## src/spme_defs.svh

```systemverilog
/*
 Timing counts, key layout and reset values for the serial programming
 mode entry block. Assumes inclusion by bare name from design files.
*/
`ifndef SPME_DEFS_SVH
`define SPME_DEFS_SVH

`define SPME_KEY_BITS       32
`define SPME_KEY_DEFAULT    32'h5A5A_C3E1
`define SPME_SYNC_STAGES    3
`define SPME_PIN_IDLE       4'h4
`define SPME_HV_SETTLE_NS   100
`define SPME_CLK_PERIOD_NS  5
`define SPME_HV_SETTLE_CYC  ((`SPME_HV_SETTLE_NS + `SPME_CLK_PERIOD_NS - 1) / `SPME_CLK_PERIOD_NS)

`endif

```

## src/spme_pkg.sv

```systemverilog
/*
 Types shared by the serial programming mode entry block.
 Assumes spme_defs.svh is available for constants.
*/
package spme_pkg;
    typedef enum {
        SPME_NORMAL,
        SPME_LV_KEY,
        SPME_LV_REJECT,
        SPME_HV_WAIT,
        SPME_PROG_LV,
        SPME_PROG_HV
    } spme_mode_e;
endpackage

```

## src/spme_pin_if.sv

```systemverilog
/*
 Synchronised pin view passed from the pin front end to the entry core.
 Assumes a single clk domain on both sides.
*/
`timescale 1ns/1ps
`default_nettype none
interface spme_pin_if;
    logic clkRise;
    logic dataLevel;
    logic clearLow;
    logic clearHigh;
    logic highLevel;
    logic clockLevel;
    modport front (output clkRise, output dataLevel, output clearLow,
                   output clearHigh, output highLevel, output clockLevel);
    modport core  (input clkRise, input dataLevel, input clearLow,
                   input clearHigh, input highLevel, input clockLevel);
endinterface
`default_nettype wire

```

## src/spme_entry.sv

```systemverilog
/*
 Serial programming mode entry: high and low voltage entry, key check,
 data pin direction, clear-reset forcing and low-voltage bit protection.
 Assumes the core device supplies the configuration bits and the serial
 command engine drives outgoing data through progDataOut/progDataDrive.
*/
`timescale 1ns/1ps
`default_nettype none
`include "spme_defs.svh"
// What this block does
// RULE1: Program, ID and configuration writes are allowed only in program mode via the serial pins.
// RULE2: The data pin is two-way and the clock pin is only an input clocked by the programmer.
// RULE3: For high-voltage entry the programmer holds clock and data low before raising clear.
// RULE4: Low-voltage entry is possible only while the low-voltage enable bit is one.
// RULE5: For low-voltage entry the programmer drives clear low, then clocks in a 32-bit key.
// RULE6: After a good key the device stays in program mode only while clear stays low.
// RULE7: When the low-voltage enable bit is one the clear reset function is forced on.
// RULE8: Clearing the low-voltage enable bit is accepted only in a high-voltage session.
// RULE9: A wrong key leaves the device out of program mode with normal reset behaviour.
// RULE10: Key bits are taken on the programming clock rising edge; clear going high restarts.
module spme_entry #(
    parameter logic [31:0] KEY_VALUE = `SPME_KEY_DEFAULT
) (
    input  wire logic  clk,
    input  wire logic  rst,
    input  wire logic  progClockPinIn,
    input  wire logic  progDataPinIn,
    input  wire logic  masterClearPinIn,
    input  wire logic  highProgLevelIn,
    input  wire logic  lowVoltageProgEnable,
    input  wire logic  clearResetCfgEnable,
    input  wire logic  progDataOut,
    input  wire logic  progDataDrive,
    input  wire logic  memWriteReq,
    input  wire logic  lvBitClearReq,
    output var  logic  progDataPinOut,
    output var  logic  progDataPinOe,
    output var  logic  progModeActive,
    output var  logic  highVoltageSession,
    output var  logic  clearResetEnabled,
    output var  logic  memWriteGrant,
    output var  logic  lvBitClearGrant,
    output var  logic  deviceResetHold
);
    // ========================================
    // Pin front end
    spme_pin_if pins ();

    spme_pin_sync u_sync (
        .clk              (clk),
        .rst              (rst),
        .progClockPinIn   (progClockPinIn),
        .progDataPinIn    (progDataPinIn),
        .masterClearPinIn (masterClearPinIn),
        .highProgLevelIn  (highProgLevelIn),
        .pins             (pins.front)
    );

    localparam int KEY_W = `SPME_KEY_BITS;
    localparam int HV_CYC = `SPME_HV_SETTLE_CYC;

    spme_pkg::spme_mode_e mode_q;
    logic [KEY_W-1:0]     key_q;
    logic [5:0]           keyCount_q;
    logic [7:0]           hvCount_q;
    logic                 keyDone;
    logic                 inProg;

    assign keyDone = (keyCount_q == 6'(KEY_W));
    assign inProg  = (mode_q == spme_pkg::SPME_PROG_LV) || (mode_q == spme_pkg::SPME_PROG_HV);

    // ========================================
    // Key shift register, MSB first
    always_ff @(posedge clk) begin
        if (rst || pins.clearHigh || mode_q != spme_pkg::SPME_LV_KEY) begin
            key_q      <= '0; // RULE10
            keyCount_q <= 6'h00;
        end else if (pins.clkRise && !keyDone) begin
            key_q      <= {key_q[KEY_W-2:0], pins.dataLevel}; // RULE5 RULE10
            keyCount_q <= keyCount_q + 6'h01;
        end
    end

    // ========================================
    // High-voltage settle counter
    always_ff @(posedge clk) begin
        if (rst || mode_q != spme_pkg::SPME_HV_WAIT) begin
            hvCount_q <= 8'h00;
        end else if (hvCount_q != 8'(HV_CYC)) begin
            hvCount_q <= hvCount_q + 8'h01;
        end
    end

    // ========================================
    // Mode state machine
    always_ff @(posedge clk) begin
        if (rst) begin
            mode_q <= spme_pkg::SPME_NORMAL;
        end else begin
            case (mode_q)
                spme_pkg::SPME_NORMAL: begin
                    // Clock and data low in any cycle while high level is present
                    if (pins.highLevel && !pins.clockLevel && !pins.dataLevel) begin
                        mode_q <= spme_pkg::SPME_HV_WAIT; // RULE3
                    end else if (pins.clearLow && lowVoltageProgEnable) begin
                        mode_q <= spme_pkg::SPME_LV_KEY; // RULE4
                    end
                end
                spme_pkg::SPME_HV_WAIT: begin
                    if (!pins.highLevel) begin
                        mode_q <= spme_pkg::SPME_NORMAL;
                    end else if (hvCount_q == 8'(HV_CYC)) begin
                        mode_q <= spme_pkg::SPME_PROG_HV;
                    end
                end
                spme_pkg::SPME_LV_KEY: begin
                    if (pins.clearHigh || !lowVoltageProgEnable) begin
                        mode_q <= spme_pkg::SPME_NORMAL; // RULE4 RULE10
                    end else if (keyDone) begin
                        mode_q <= (key_q == KEY_VALUE) ? spme_pkg::SPME_PROG_LV
                                                       : spme_pkg::SPME_LV_REJECT; // RULE9
                    end
                end
                spme_pkg::SPME_LV_REJECT: begin
                    // Bad key: wait for clear release before retrying
                    if (pins.clearHigh) begin
                        mode_q <= spme_pkg::SPME_NORMAL; // RULE9
                    end
                end
                spme_pkg::SPME_PROG_LV: begin
                    if (pins.clearHigh) begin
                        mode_q <= spme_pkg::SPME_NORMAL; // RULE6
                    end
                end
                spme_pkg::SPME_PROG_HV: begin
                    if (!pins.highLevel) begin
                        mode_q <= spme_pkg::SPME_NORMAL;
                    end
                end
                default: mode_q <= spme_pkg::SPME_NORMAL;
            endcase
        end
    end

    // ========================================
    // Registered outputs
    always_ff @(posedge clk) begin
        if (rst) begin
            progModeActive     <= 1'b0;
            highVoltageSession <= 1'b0;
            memWriteGrant      <= 1'b0;
            lvBitClearGrant    <= 1'b0;
        end else begin
            progModeActive     <= inProg;
            highVoltageSession <= (mode_q == spme_pkg::SPME_PROG_HV);
            memWriteGrant      <= inProg && memWriteReq; // RULE1
            lvBitClearGrant    <= (mode_q == spme_pkg::SPME_PROG_HV) && lvBitClearReq; // RULE8
        end
    end

    always_ff @(posedge clk) begin
        if (rst) begin
            clearResetEnabled <= 1'b1;
            deviceResetHold   <= 1'b1;
        end else begin
            clearResetEnabled <= clearResetCfgEnable || lowVoltageProgEnable; // RULE7
            // Core held in reset while programming, or while clear is low with the clear reset function on
            deviceResetHold   <= inProg ||
                                 (pins.clearLow && (clearResetCfgEnable || lowVoltageProgEnable)); // RULE7 RULE9
        end
    end

    // Data pin driven only in program mode, at the engine's request
    always_ff @(posedge clk) begin
        if (rst) begin
            progDataPinOut <= 1'b0;
            progDataPinOe  <= 1'b0;
        end else begin
            progDataPinOut <= progDataOut;
            progDataPinOe  <= inProg && progDataDrive; // RULE2
        end
    end

    // ========================================
    // Checks
    a_lv_gate_off: assert property (@(posedge clk) disable iff (rst)
        (mode_q == spme_pkg::SPME_NORMAL && !lowVoltageProgEnable && !pins.highLevel)
        |=> mode_q != spme_pkg::SPME_LV_KEY) // RULE4
        else $error("low-voltage entry taken while disabled");

    a_clear_forced: assert property (@(posedge clk) disable iff (rst)
        lowVoltageProgEnable |=> clearResetEnabled) // RULE7
        else $error("clear reset not forced on");

    a_lv_clear_hv: assert property (@(posedge clk) disable iff (rst)
        lvBitClearGrant |-> $past(mode_q == spme_pkg::SPME_PROG_HV)) // RULE8
        else $error("low-voltage bit clear outside high-voltage session");

    a_bad_key: assert property (@(posedge clk) disable iff (rst)
        (mode_q == spme_pkg::SPME_LV_KEY && keyDone && key_q != KEY_VALUE && pins.clearLow
         && lowVoltageProgEnable) |=> ##1 !progModeActive) // RULE9
        else $error("wrong key entered program mode");

    a_lv_exit: assert property (@(posedge clk) disable iff (rst)
        (mode_q == spme_pkg::SPME_PROG_LV && pins.clearHigh) |=> ##1 !progModeActive) // RULE6
        else $error("program mode held after clear release");

    a_write_gate: assert property (@(posedge clk) disable iff (rst)
        memWriteGrant |-> $past(inProg) && $past(memWriteReq)) // RULE1
        else $error("write granted outside program mode");

    a_data_drive: assert property (@(posedge clk) disable iff (rst)
        progDataPinOe |-> $past(inProg)) // RULE2
        else $error("data pin driven outside program mode");

    a_key_restart: assert property (@(posedge clk) disable iff (rst)
        (mode_q == spme_pkg::SPME_LV_KEY && pins.clearHigh) |=> keyCount_q == 6'h00) // RULE10
        else $error("key count kept after clear release");

    a_key_shift: assert property (@(posedge clk) disable iff (rst)
        (mode_q == spme_pkg::SPME_LV_KEY && pins.clkRise && !keyDone && pins.clearLow)
        |=> keyCount_q == $past(keyCount_q) + 6'h01) // RULE5
        else $error("key bit not taken on clock edge");
endmodule
`default_nettype wire

```

## src/spme_pin_sync.sv

```systemverilog
/*
 Three-stage pin synchronisers and programming clock edge finder.
 Assumes pins are asynchronous to clk; a change counts when stages 2 and 3 agree.
*/
`timescale 1ns/1ps
`default_nettype none
`include "spme_defs.svh"
module spme_pin_sync (
    input  wire logic  clk,
    input  wire logic  rst,
    input  wire logic  progClockPinIn,
    input  wire logic  progDataPinIn,
    input  wire logic  masterClearPinIn,
    input  wire logic  highProgLevelIn,
    spme_pin_if.front  pins
);
    // ========================================
    // Synchronisers, one per pin
    logic [3:0] rawPins;
    logic [3:0] s1_q;
    logic [3:0] s2_q;
    logic [3:0] s3_q;
    logic [3:0] stable_q;
    logic       clkPrev_q;
    // Idle levels: a zero reset on clear would fake a clear-low after reset
    localparam logic [3:0] PIN_IDLE = `SPME_PIN_IDLE;

    assign rawPins = {highProgLevelIn, masterClearPinIn, progDataPinIn, progClockPinIn};

    genvar i;
    generate
        for (i = 0; i < 4; i++) begin : g_sync
            always_ff @(posedge clk) begin
                if (rst) begin
                    s1_q[i] <= PIN_IDLE[i];
                    s2_q[i] <= PIN_IDLE[i];
                    s3_q[i] <= PIN_IDLE[i];
                    stable_q[i] <= PIN_IDLE[i];
                end else begin
                    s1_q[i] <= rawPins[i];
                    s2_q[i] <= s1_q[i];
                    s3_q[i] <= s2_q[i];
                    // Filter: accept only when two late stages agree
                    if (s2_q[i] == s3_q[i]) begin
                        stable_q[i] <= s3_q[i];
                    end
                end
            end
        end
    endgenerate

    // ========================================
    // Programming clock edge: clock pin is input only
    always_ff @(posedge clk) begin
        if (rst) begin
            clkPrev_q <= 1'b0;
        end else begin
            clkPrev_q <= stable_q[0];
        end
    end

    assign pins.clkRise    = stable_q[0] & ~clkPrev_q; // RULE2 RULE10
    assign pins.clockLevel = stable_q[0];
    assign pins.dataLevel  = stable_q[1];
    assign pins.clearLow   = ~stable_q[2];
    assign pins.clearHigh  = stable_q[2];
    assign pins.highLevel  = stable_q[3];
endmodule
`default_nettype wire

```

## config.mk

```make
export PLATFORM = sky130hd
export DESIGN_NAME = spme_entry
export DESIGN_NICKNAME = d
export VERILOG_FILES = /design/src/spme_pkg.sv /design/src/spme_pin_if.sv /design/src/spme_entry.sv /design/src/spme_pin_sync.sv
export VERILOG_INCLUDE_DIRS = /design/src
export SDC_FILE = /design/constraint.sdc
export NUM_CORES = 1
export LEC_CHECK = 0
export BUFFER_PORTS_ARGS = -buffer_cell sky130_fd_sc_hd__buf_2
export CAP_MARGIN = 20
export CORE_MARGIN = 1.5
export CORE_UTILIZATION = 55
export DETAILED_ROUTE_END_ITERATION = 12
export PLACE_DENSITY = 0.84
export RECOVER_POWER = 50
export SLEW_MARGIN = 30
export SYNTH_ARGS = -nofsm -noshare
export SYNTH_HDL_FRONTEND = slang
export SYNTH_SLANG_ARGS = --single-unit
```

## constraint.sdc

```tcl
create_clock -name clk -period 3.6 [get_ports clk]
set_input_delay 0.54 -clock clk [delete_from_list [all_inputs] [get_ports clk]]
set_output_delay 0.54 -clock clk [all_outputs]
set_load 0.005 [all_outputs]
```

==> Yosys cells after proc, flatten, opt, wreduce, memory -nomap -nowiden <==
Cells that the tools add are included.
{ "word_totals": {"regBits": 103, "in_bits": 12, "output_inout_bits": 8} }
{ "classes": {"add_sub_neg": 2, "n_eq_ne": 22, "muxes": 10, "n_bitwise": 3, "n_reduce_logical": 22} }
{ "op_table": {"columns": ["cell", "count"], "rows": [
  ["$mux 32", 8],
  ["$pmux 32 s5", 1],
  ["$eq 32x2->1 const B", 2],
  ["$eq 32x3->1 const B", 2],
  ["$eq 32x4->1 const B", 2],
  ["$eq 32x1->1 const B", 1],
  ["$eq 32x31->1 const B", 1],
  ["$logic_not 32->1", 1],
  ["$ne 32x2->1 const B", 1],
  ["$ne 32x3->1 const B", 1],
  ["$ne 3x3->1 const B", 3],
  ["$add 8x1->8 const B", 1],
  ["$eq 8x5->1 const B", 1],
  ["$logic_and 1x1->1", 8],
  ["$ne 8x5->1 const B", 1],
  ["$logic_or 1x1->1", 7],
  ["$add 6x1->6 const B", 1],
  ["$eq 6x6->1 const B", 1],
  ["$reduce_and 5->1", 1],
  ["$eq 1x1->1", 4],
  ["$logic_not 1->1", 4],
  ["$mux 3", 1],
  ["$ne 2x1->1 const B", 1],
  ["$ne 2x2->1 const B", 1],
  ["3 further kinds", 4]
]} }

==> Depth between registers and ports, before layout <==
Gate-level depths: netlist of the first run.
{ "depth": {"ltp_word": 5, "ltp_mapped": 7, "ltp_nobuf": 7} }

==> By module <==
A second synthesis of the first run with hierarchy kept.
{ "hier_totals": {"hier_cells": 319, "hier_area_um2": 2826.5} }
{ "by_module_without_submodules": {"columns": ["mod", "n_inst", "cells_per_inst", "area_each_um2", "seq_area_each_um2"], "rows": [
  ["spme_entry", 1, 274, 2317.2, 1141.1],
  ["spme_pin_sync", 1, 45, 509.2, 340.3]
]} }

==> Worst setup path after synthesis of the first run <==
Ideal clock, no wire load.
{ "synth_path": {"kind": "reg-to-reg", "start": "reg key_q[16]", "end": "reg mode_q[2]", "setup_time_ns": 0.103, "arrival_time_ns": 1.705, "t_required_ns": 3.497, "path_slack_ns": 1.791, "path_stages_with_launch": 6, "path_buffers": 0, "period_less_slack_ns": 1.809, "cell_sequence": "dfxtp_1 > or4b_1 > nor4_2 > a31oi_1 > and3_4 > a2111oi_2"} }
{ "synth_between": {"elab_chain_cells": 5} }
{ "synth_lines": {"columns": ["element", "line_no", "rtl"], "rows": [
  ["from (decl)", "spme_entry.sv:63", "logic [KEY_W-1:0] key_q;"],
  ["from (signal assigned)", "spme_entry.sv:79", "key_q <= {key_q[KEY_W-2:0], pins.dataLevel};"],
  ["$eq 32x31->1", "spme_entry.sv:120", "mode_q <= (key_q == KEY_VALUE) ? spme_pkg::SPME_PROG_LV"],
  ["$mux 3", "spme_entry.sv:120", null],
  ["$mux 32", "spme_entry.sv:119", "end else if (keyDone) begin"],
  ["$mux 32", "spme_entry.sv:117", "if (pins.clearHigh || !lowVoltageProgEnable) begin"],
  ["$pmux 32 s5", "spme_entry.sv:100", "case (mode_q)"],
  ["to (signal assigned)", "spme_entry.sv:104", "mode_q <= spme_pkg::SPME_HV_WAIT;"],
  ["to (signal assigned)", "spme_entry.sv:118", "mode_q <= spme_pkg::SPME_NORMAL;"],
  ["to (signal assigned)", "spme_entry.sv:120", null],
  ["to (decl)", "spme_entry.sv:62", "spme_pkg::spme_mode_e mode_q;"]
]} }
Every way passes these cells. The select of a mux whose other input is x is not followed.
A chain may end at the register's enable or synchronous reset.

==> Worst setup path in the final report of the first run <==
Same ends and word-level chain as after synthesis.

==> impl_metrics.py, run 1 <==
metrics = {
    "logic_synthesis": {
        "syn-cell-area_um2": 2809,
        "ys_seq_area_frac": 0.5274,
        "synthAdderAreaFrac": 0.01782,
        "yosysWarnings": 0,
        "synth_cell_types": 42,
        "synth_nets": 336,
        "async_reset_ff_frac": 0,
        "synth_edf_count": 0,
        "yosys.area_share.simple": 0.2744,
        "synth_compound_area_frac": 0.1131,
        "synthFlopType": "dfxtp_1",
        "netlist_instances": 320,
        "ys_seq_elements": 74,
        "synth_top_family_by_area": "simple AND/OR/NAND/NOR gates",
        "synth_xor_area_frac": 0.03742,
        "synth_mux_area_frac": 0,
        "avgSynthCellArea_um2": 8.778,
    },
    "placement": {
        "place.gp.congestion": 0.7421,
        "hpwl_um": 3200,
        "dp_slack_ns": 1.603,
        "place_inst": 394,
        "place_area_um2": 2970,
        "port_buffers": 19,
    },
    "drt": {
        "drt_iter0_markers": 109,
        "wire_per_inst_um": 11.89,
        "wl_um": 4875,
        "ant_nets": 0,
        "vias_per_cell": 5.268,
        "vias": 2160,
        "first_pass_iters": 4,
        "drc": 0,
    },
    "die": {
        "ios": 20,
        "initial_core_util": 0.5831,
        "rows": 25,
        "core_um2": 4817,
        "die_h_um": 74.47,
        "die_w_um": 74.47,
        "die_area_um2": 5545,
    },
    "finish": {
        "area_growth_syn_to_layout_pct": 11.98,
        "design_area_um2": 3146,
        "layoutNonFillerInstCount": 410,
        "drive_gt1_frac": 0.1254,
        "finalNetCount": 354,
        "antennaDiodeCount": 0,
        "final_util": 0.6530,
    },
    "timing": {
        "tightest_slew_ns": 0.9826,
        "rsz0062_at_grt": "no",
        "hold_viol": 0,
        "finalHoldWorstSlack_ns": 0.3724,
        "period_needed_ns": 1.936,
        "fmax_mhz": 516.6,
        "slew_violations": 0,
        "min_period_over_period": 0.5377,
        "setup_violations": 0,
        "final.setup.worst_slack_ns": 1.664,
        "worst_clock_skew_ns": 0.01116,
        "setup_tns_ns": 0,
        "slew_headroom": 0.3449,
    },
    "global_routing": {
        "antenna_found_initial": 0,
        "grt_max_degree": 39,
        "grt-ovfl-total": 0,
        "grt_pass1_vias": 1901,
        "groute.usage.overall": 0.1956,
        "grt_pass1_wl_um": 8155,
    },
    "worst_setup_path": {
        "startpoint": "key_q[16]$_SDFFE_PP0P_",
        "required_ns": 3.84,
        "cp-start-kind": "flop",
        "slowest_stage": "or4b_1",
        "endpoint": "mode_q[2]$_SDFFE_PP0P_",
        "cp.arrival_ns": 2.18,
        "worst_setup_path_end_kind": "flop",
        "slowest_delay_ns": 0.53,
        "crit_path_cell_trace": "or4b_1 -> nor4_2 -> a31oi_1 -> and3_4 -> a2111oi_2",
        "crit_fanout": 3,
        "regToRegSetupSlack_ns": 1.66,
        "reg2reg_depth": 5,
        "worstReg2RegStart": "key_q[16]$_SDFFE_PP0P_",
        "crit_type": "reg2reg",
        "reg2reg_to": "mode_q[2]$_SDFFE_PP0P_",
    },
    "cts": {
        "cts_tree": "built",
        "clk_pin_slew_ns": 0.08,
        "cts_made_buffers": 9,
        "cts.sinks": 74,
        "root_buffer": "clkbuf_8",
        "cts_max_path_buffers": 2,
        "holdBufCountCts": 0,
        "clkLatencyLatePin_ns": 0.34,
        "ctsResizeCount": 0,
        "post_cts_buffers": 0,
        "cts.htree.levels": 3,
    },
    "pwr": {
        "leakagePower_nw": 1.099,
        "vdd_ir_drop_max_uv": 324.6,
        "power.density_nw_per_um2": 481.7,
        "total_power_mw": 1.515,
    },
    "worst_hold_path": {
        "hp-class": "in2reg",
        "hold_start": "masterClearPinIn",
    },
    "run_status": {
        "outcome": "finished clean",
    },
    "job": {
        "maxCapViolCount": 0,
    },
}
## state kept, by name (all words and copies together), names as in the netlist, 3 cells and up
register / cells
hvCount_q: 8
keyCount_q: 6
key_q: 32
mode_q: 3
u_sync.s1_q: 4
u_sync.s2_q: 4
u_sync.s3_q: 4
## power by group
part	leakage (nW)	internal (mW)	total [mW]	switching (mW)
Clock	0.0935	0.254	0.565	0.311
Sequential	0.599	0.841	0.862	0.0216
Combinational	0.406	0.0464	0.0874	0.0410
## layout make-up
type / count / area [µm²]
Sequential cell: 74 / 1481
Tap cell: 67 / 83.83
Fill cell: 411 / 1672
Timing Repair Buffer: 22 / 115.1
Clock inverter: 7 / 53.80
Clock buffer: 9 / 123.9
Multi-Input combinational cell: 224 / 1261
Inverter: 7 / 26.28
## logic make-up after synthesis
logic type	after synthesis
XOR/XNOR	12
AND/OR/NAND/NOR	151
AO/OA/AOI/OAI	57
flip-flops	74
buffers and inverters	22
adder cells (fa/ha/maj)	4
## placed cells by master (no fill, tap or decap), types with 4 or more instances in the layout
| cell | Yosys | routed |
|---|---|---|
| buf_2 | 1 | 17 |
| xor2_1 | 9 | 9 |
| inv_1 | 7 | 7 |
| clkinv_4 | 0 | 4 |
| clkbuf_8 | 0 | 9 |
| nor2_1 | 18 | 18 |
| nand3_1 | 10 | 10 |
| a21oi_1 | 43 | 43 |
| nor2b_1 | 11 | 11 |
| ha_1 | 4 | 4 |
| nand2_1 | 74 | 74 |
| and3_1 | 7 | 7 |
| dfxtp_1 | 74 | 74 |
| o21ai_0 | 4 | 4 |
## metal layers
layer  track usage  routed length, µm
met1        0.2293               2237
met5             0                  0
met3       0.05285                138
met4        0.1030                110
met2        0.3274               2388
## worst max-delay path: cells and delay by family (launching register included)
family,cells,cell delay (ns)
AO/OA/AOI/OAI,2,0.44
flip-flops,1,0.32
AND/OR/NAND/NOR,3,1.08
## cell usage after synthesis, types with 3 or more instances
cell type / count / area [µm²]
a21oi_1: 43 / 215.2
nor2b_1: 11 / 68.82
ha_1: 4 / 50.05
xor2_1: 9 / 78.83
a31oi_1: 3 / 18.77
nand2b_1: 3 / 18.77
and3_1: 7 / 43.79
dfxtp_1: 74 / 1481
clkbuf_1: 13 / 48.80
or4b_1: 3 / 30.03
inv_1: 7 / 26.28
nor2_1: 18 / 67.56
o21ai_0: 4 / 20.02
nand2_1: 74 / 277.8
xnor2_1: 3 / 26.28
nand3_1: 10 / 50.05
nand4_1: 3 / 18.77
## worst min-delay path by stage
stage	endpoint	slack, ns	cells after the start
floorplan	u_sync.s2_q[2]$_SDFF_PP1_	0.38	1
global placement	u_sync.s2_q[2]$_SDFF_PP1_	0.38	1
detailed placement	u_sync.s2_q[2]$_SDFF_PP1_	0.39	1
CTS	u_sync.s1_q[2]$_SDFF_PP1_	0.35	2
global route	u_sync.s1_q[2]$_SDFF_PP1_	0.35	2
finish	u_sync.s1_q[2]$_SDFF_PP1_	0.37	2
(Power assumes the default switching activity.)
==> run 2: changes to the inputs <==
--- a/config.mk
+++ b/config.mk
@@ -6,10 +6,11 @@
 export SDC_FILE = /design/constraint.sdc
 export NUM_CORES = 1
 export LEC_CHECK = 0
+export ABC_AREA = 1
 export BUFFER_PORTS_ARGS = -buffer_cell sky130_fd_sc_hd__buf_2
 export CAP_MARGIN = 20
 export CORE_MARGIN = 1.5
-export CORE_UTILIZATION = 55
+export CORE_UTILIZATION = 53
 export DETAILED_ROUTE_END_ITERATION = 12
 export PLACE_DENSITY = 0.84
 export RECOVER_POWER = 50
==> constraint.sdc (replaced) <==
create_clock -name clk -period 1.7 [get_ports clk]
set_input_delay 0.255 -clock clk [delete_from_list [all_inputs] [get_ports clk]]
set_output_delay 0.255 -clock clk [all_outputs]
set_load 0.005 [all_outputs]
==> run 2 against run 1 <==
Clock skew down 0.0038 ns. Combinational power decreased by 12%. Global-route usage is 1.2 points lower. Highest routed layer unchanged.
==> impl_metrics.py, run 2 <==
metrics = {
    "run_status": {
        "outcome": "finished clean",
    },
    "cts": {
        "cts.htree.levels": 3,
        "root_buffer": "clkbuf_8",
        "cts.sinks": 74,
        "cts_max_path_buffers": 2,
        "post_cts_buffers": 0,
        "holdBufCountCts": 0,
        "cts_made_buffers": 9,
        "cts_tree": "built",
        "ctsResizeCount": 0,
        "clkLatencyLatePin_ns": 0.34,
        "clk_pin_slew_ns": 0.07,
    },
    "logic_synthesis": {
        "synth_top_cell_by_area": "dfxtp_1",
        "yosysMostFrequentCell": "dfxtp_1",
        "synth_top_area_frac": 0.5112,
        "synthFlopType": "dfxtp_1",
        "synth_edf_count": 0,
        "synth_top_cells_by_count": "dfxtp_1 (74), inv_1 (55), a21oi_1 (48)",
        "ys_seq_area_frac": 0.5112,
        "syn-cell-area_um2": 2898,
        "async_reset_ff_frac": 0,
        "netlist_instances": 369,
        "avgSynthCellArea_um2": 7.853,
        "synth.area.top_cells": "dfxtp_1 (51%), a21oi_1 (8.3%), inv_1 (7.1%), nand2_1 (6.1%), nor2_1 (5.3%)",
        "synth_nets": 385,
        "synth_cell_types": 27,
        "yosysWarnings": 0,
        "ys_seq_elements": 74,
    },
    "worst_setup_path": {
        "crit_fanout": 22,
        "worst_setup_path_end_kind": "flop",
        "cp-start-kind": "flop",
        "cp.arrival_ns": 1.75,
        "cp_top_family": "buffers and inverters",
        "crit_path_cell_trace": "inv_1 -> ha_1 -> nand4_2 -> nand2_2 -> inv_1 -> buf_4 -> o21ai_0 -> a21oi_1",
        "crit_top_cell": "inv_1",
        "slowest_delay_ns": 0.33,
        "worst-path-buf-inv": 3,
        "crit_type": "reg2reg",
        "required_ns": 1.93,
        "slowest_stage": "dfxtp_1",
        "regToRegSetupSlack_ns": 0.19,
    },
    "placement": {
        "place_area_um2": 3050,
        "place.gp.congestion": 0.8756,
        "hpwl_um": 3184,
        "dp_slack_ns": 0.1967,
        "place_inst": 448,
        "port_buffers": 19,
    },
    "drt": {
        "first_pass_iters": 4,
        "ant_nets": 0,
        "drc": 0,
        "vias_per_cell": 4.898,
        "vias": 2268,
        "wl_um": 4894,
        "drt_iter0_markers": 145,
        "wire_per_inst_um": 10.57,
    },
    "finish": {
        "fillCellCount": 456,
        "finalNetCount": 405,
        "final_common_cell": "dfxtp_1",
        "antennaDiodeCount": 0,
        "multi_input_area_um2": 1111,
        "regArea_um2": 1481,
        "regMostFlops": "key_q",
        "area_growth_syn_to_layout_pct": 11.44,
        "largest_register_ff_count": 32,
        "drive_gt1_frac": 0.1298,
        "layoutNonFillerInstCount": 463,
        "final_util": 0.6204,
        "final_cell_mix": "dfxtp_1 (74), inv_1 (55), a21oi_1 (48), nand2_1 (47), nor2_1 (41)",
        "design_area_um2": 3229,
        "top_regs": "key_q x32, hvCount_q x8, keyCount_q x6",
    },
    "die": {
        "core_um2": 5205,
        "die_area_um2": 5920,
        "die_w_um": 76.94,
        "ios": 20,
        "rows": 26,
        "die_h_um": 76.94,
        "initial_core_util": 0.5567,
    },
    "pwr": {
        "total_power_mw": 3.161,
        "comb_power_share": 0.024,
        "seq_power_share": 0.557,
        "power.density_nw_per_um2": 978.8,
        "switchingPower_mw": 0.6759,
        "leakagePower_nw": 1.208,
        "p_clk_frac": 0.419,
        "vdd_ir_drop_max_uv": 692.2,
        "p_sw_frac": 0.2138,
        "intPower_mw": 2.485,
    },
    "timing": {
        "final.setup.worst_slack_ns": 0.1853,
        "fmax_mhz": 660.2,
        "period_needed_ns": 1.515,
        "setup_violations": 0,
        "rsz0062_at_grt": "no",
        "slew_violations": 0,
        "worst_clock_skew_ns": 0.007373,
        "setup_tns_ns": 0,
        "tightest_slew_ns": 0.9738,
        "finalHoldWorstSlack_ns": 0.09469,
        "slew_headroom": 0.3508,
        "min_period_over_period": 0.8910,
        "hold_viol": 0,
    },
    "global_routing": {
        "grt_max_degree": 43,
        "antenna_found_initial": 0,
        "grt-ovfl-total": 0,
        "groute.usage.overall": 0.1836,
        "grt_pass1_vias": 2137,
        "grt_pass1_wl_um": 8728,
    },
    "job": {
        "maxCapViolCount": 0,
    },
    "worst_hold_path": {
        "hp-class": "in2reg",
    },
}
==> run 2: power groups by stage <==
stage	combinational, mW	clock [mW]	sequential, mW
2_1_floorplan	0.0531	0	1.80
3_3_place_gp	0.0751	0	1.80
3_5_place_dp	0.0784	0	1.80
4_1_cts	0.0796	1.35	1.76
5_1_grt	0.0854	1.42	1.76
6_report	0.0767	1.32	1.76
==> run 2: cell families after synthesis <==
logic type,synth area share
AND/OR/NAND/NOR,0.1947
adder cells (fa/ha/maj),0.01727
AO/OA/AOI/OAI,0.1645
buffers and inverters,0.1032
flip-flops,0.5112
XOR/XNOR,0.009069
==> run 2: worst reg2reg max path: stages, from the launching register on <==
cell     delay [ns]
dfxtp_1        0.33
inv_1          0.09
ha_1           0.16
nand4_2        0.13
nand2_2        0.20
inv_1          0.06
buf_4          0.20
o21ai_0        0.18
a21oi_1        0.05
==> run 2: per-layer routing <==
layer  vias to the layer above  GRT usage  share of wire
met5                         -          0              0
met4                         0    0.08889          0.018
met3                         8    0.04286          0.029
met2                        34     0.3115           0.47
met1                      1011     0.2174           0.48
li1                       1215          -              -
==> run 2: cell type report <==
| cell class | instances | share of cell area |
|---|---|---|
| flip-flops and latches | 74 | 0.4587 |
| multi-input cells | 224 | 0.3441 |
| inverters | 57 | 0.06625 |
| repair buffers | 23 | 0.04417 |
| clock buffers | 10 | 0.04262 |
| well taps | 70 | 0.02712 |
| clock inverters | 5 | 0.01705 |
==> run 2: path summary, 6_finish.rpt <==
| check | endpoint | startpoint | cells past startpoint |
|---|---|---|---|
| max | key_q[30]$_SDFFE_PP0P_ | keyCount_q[0]$_SDFFE_PP0P_ | 8 |
| min | u_sync.s1_q[2]$_SDFF_PP1_ | masterClearPinIn | 2 |
| max reg2reg | key_q[30]$_SDFFE_PP0P_ | keyCount_q[0]$_SDFFE_PP0P_ | 8 |
| min reg2reg | u_sync.s2_q[0]$_SDFF_PP0_ | u_sync.s1_q[0]$_SDFF_PP0_ | 2 |
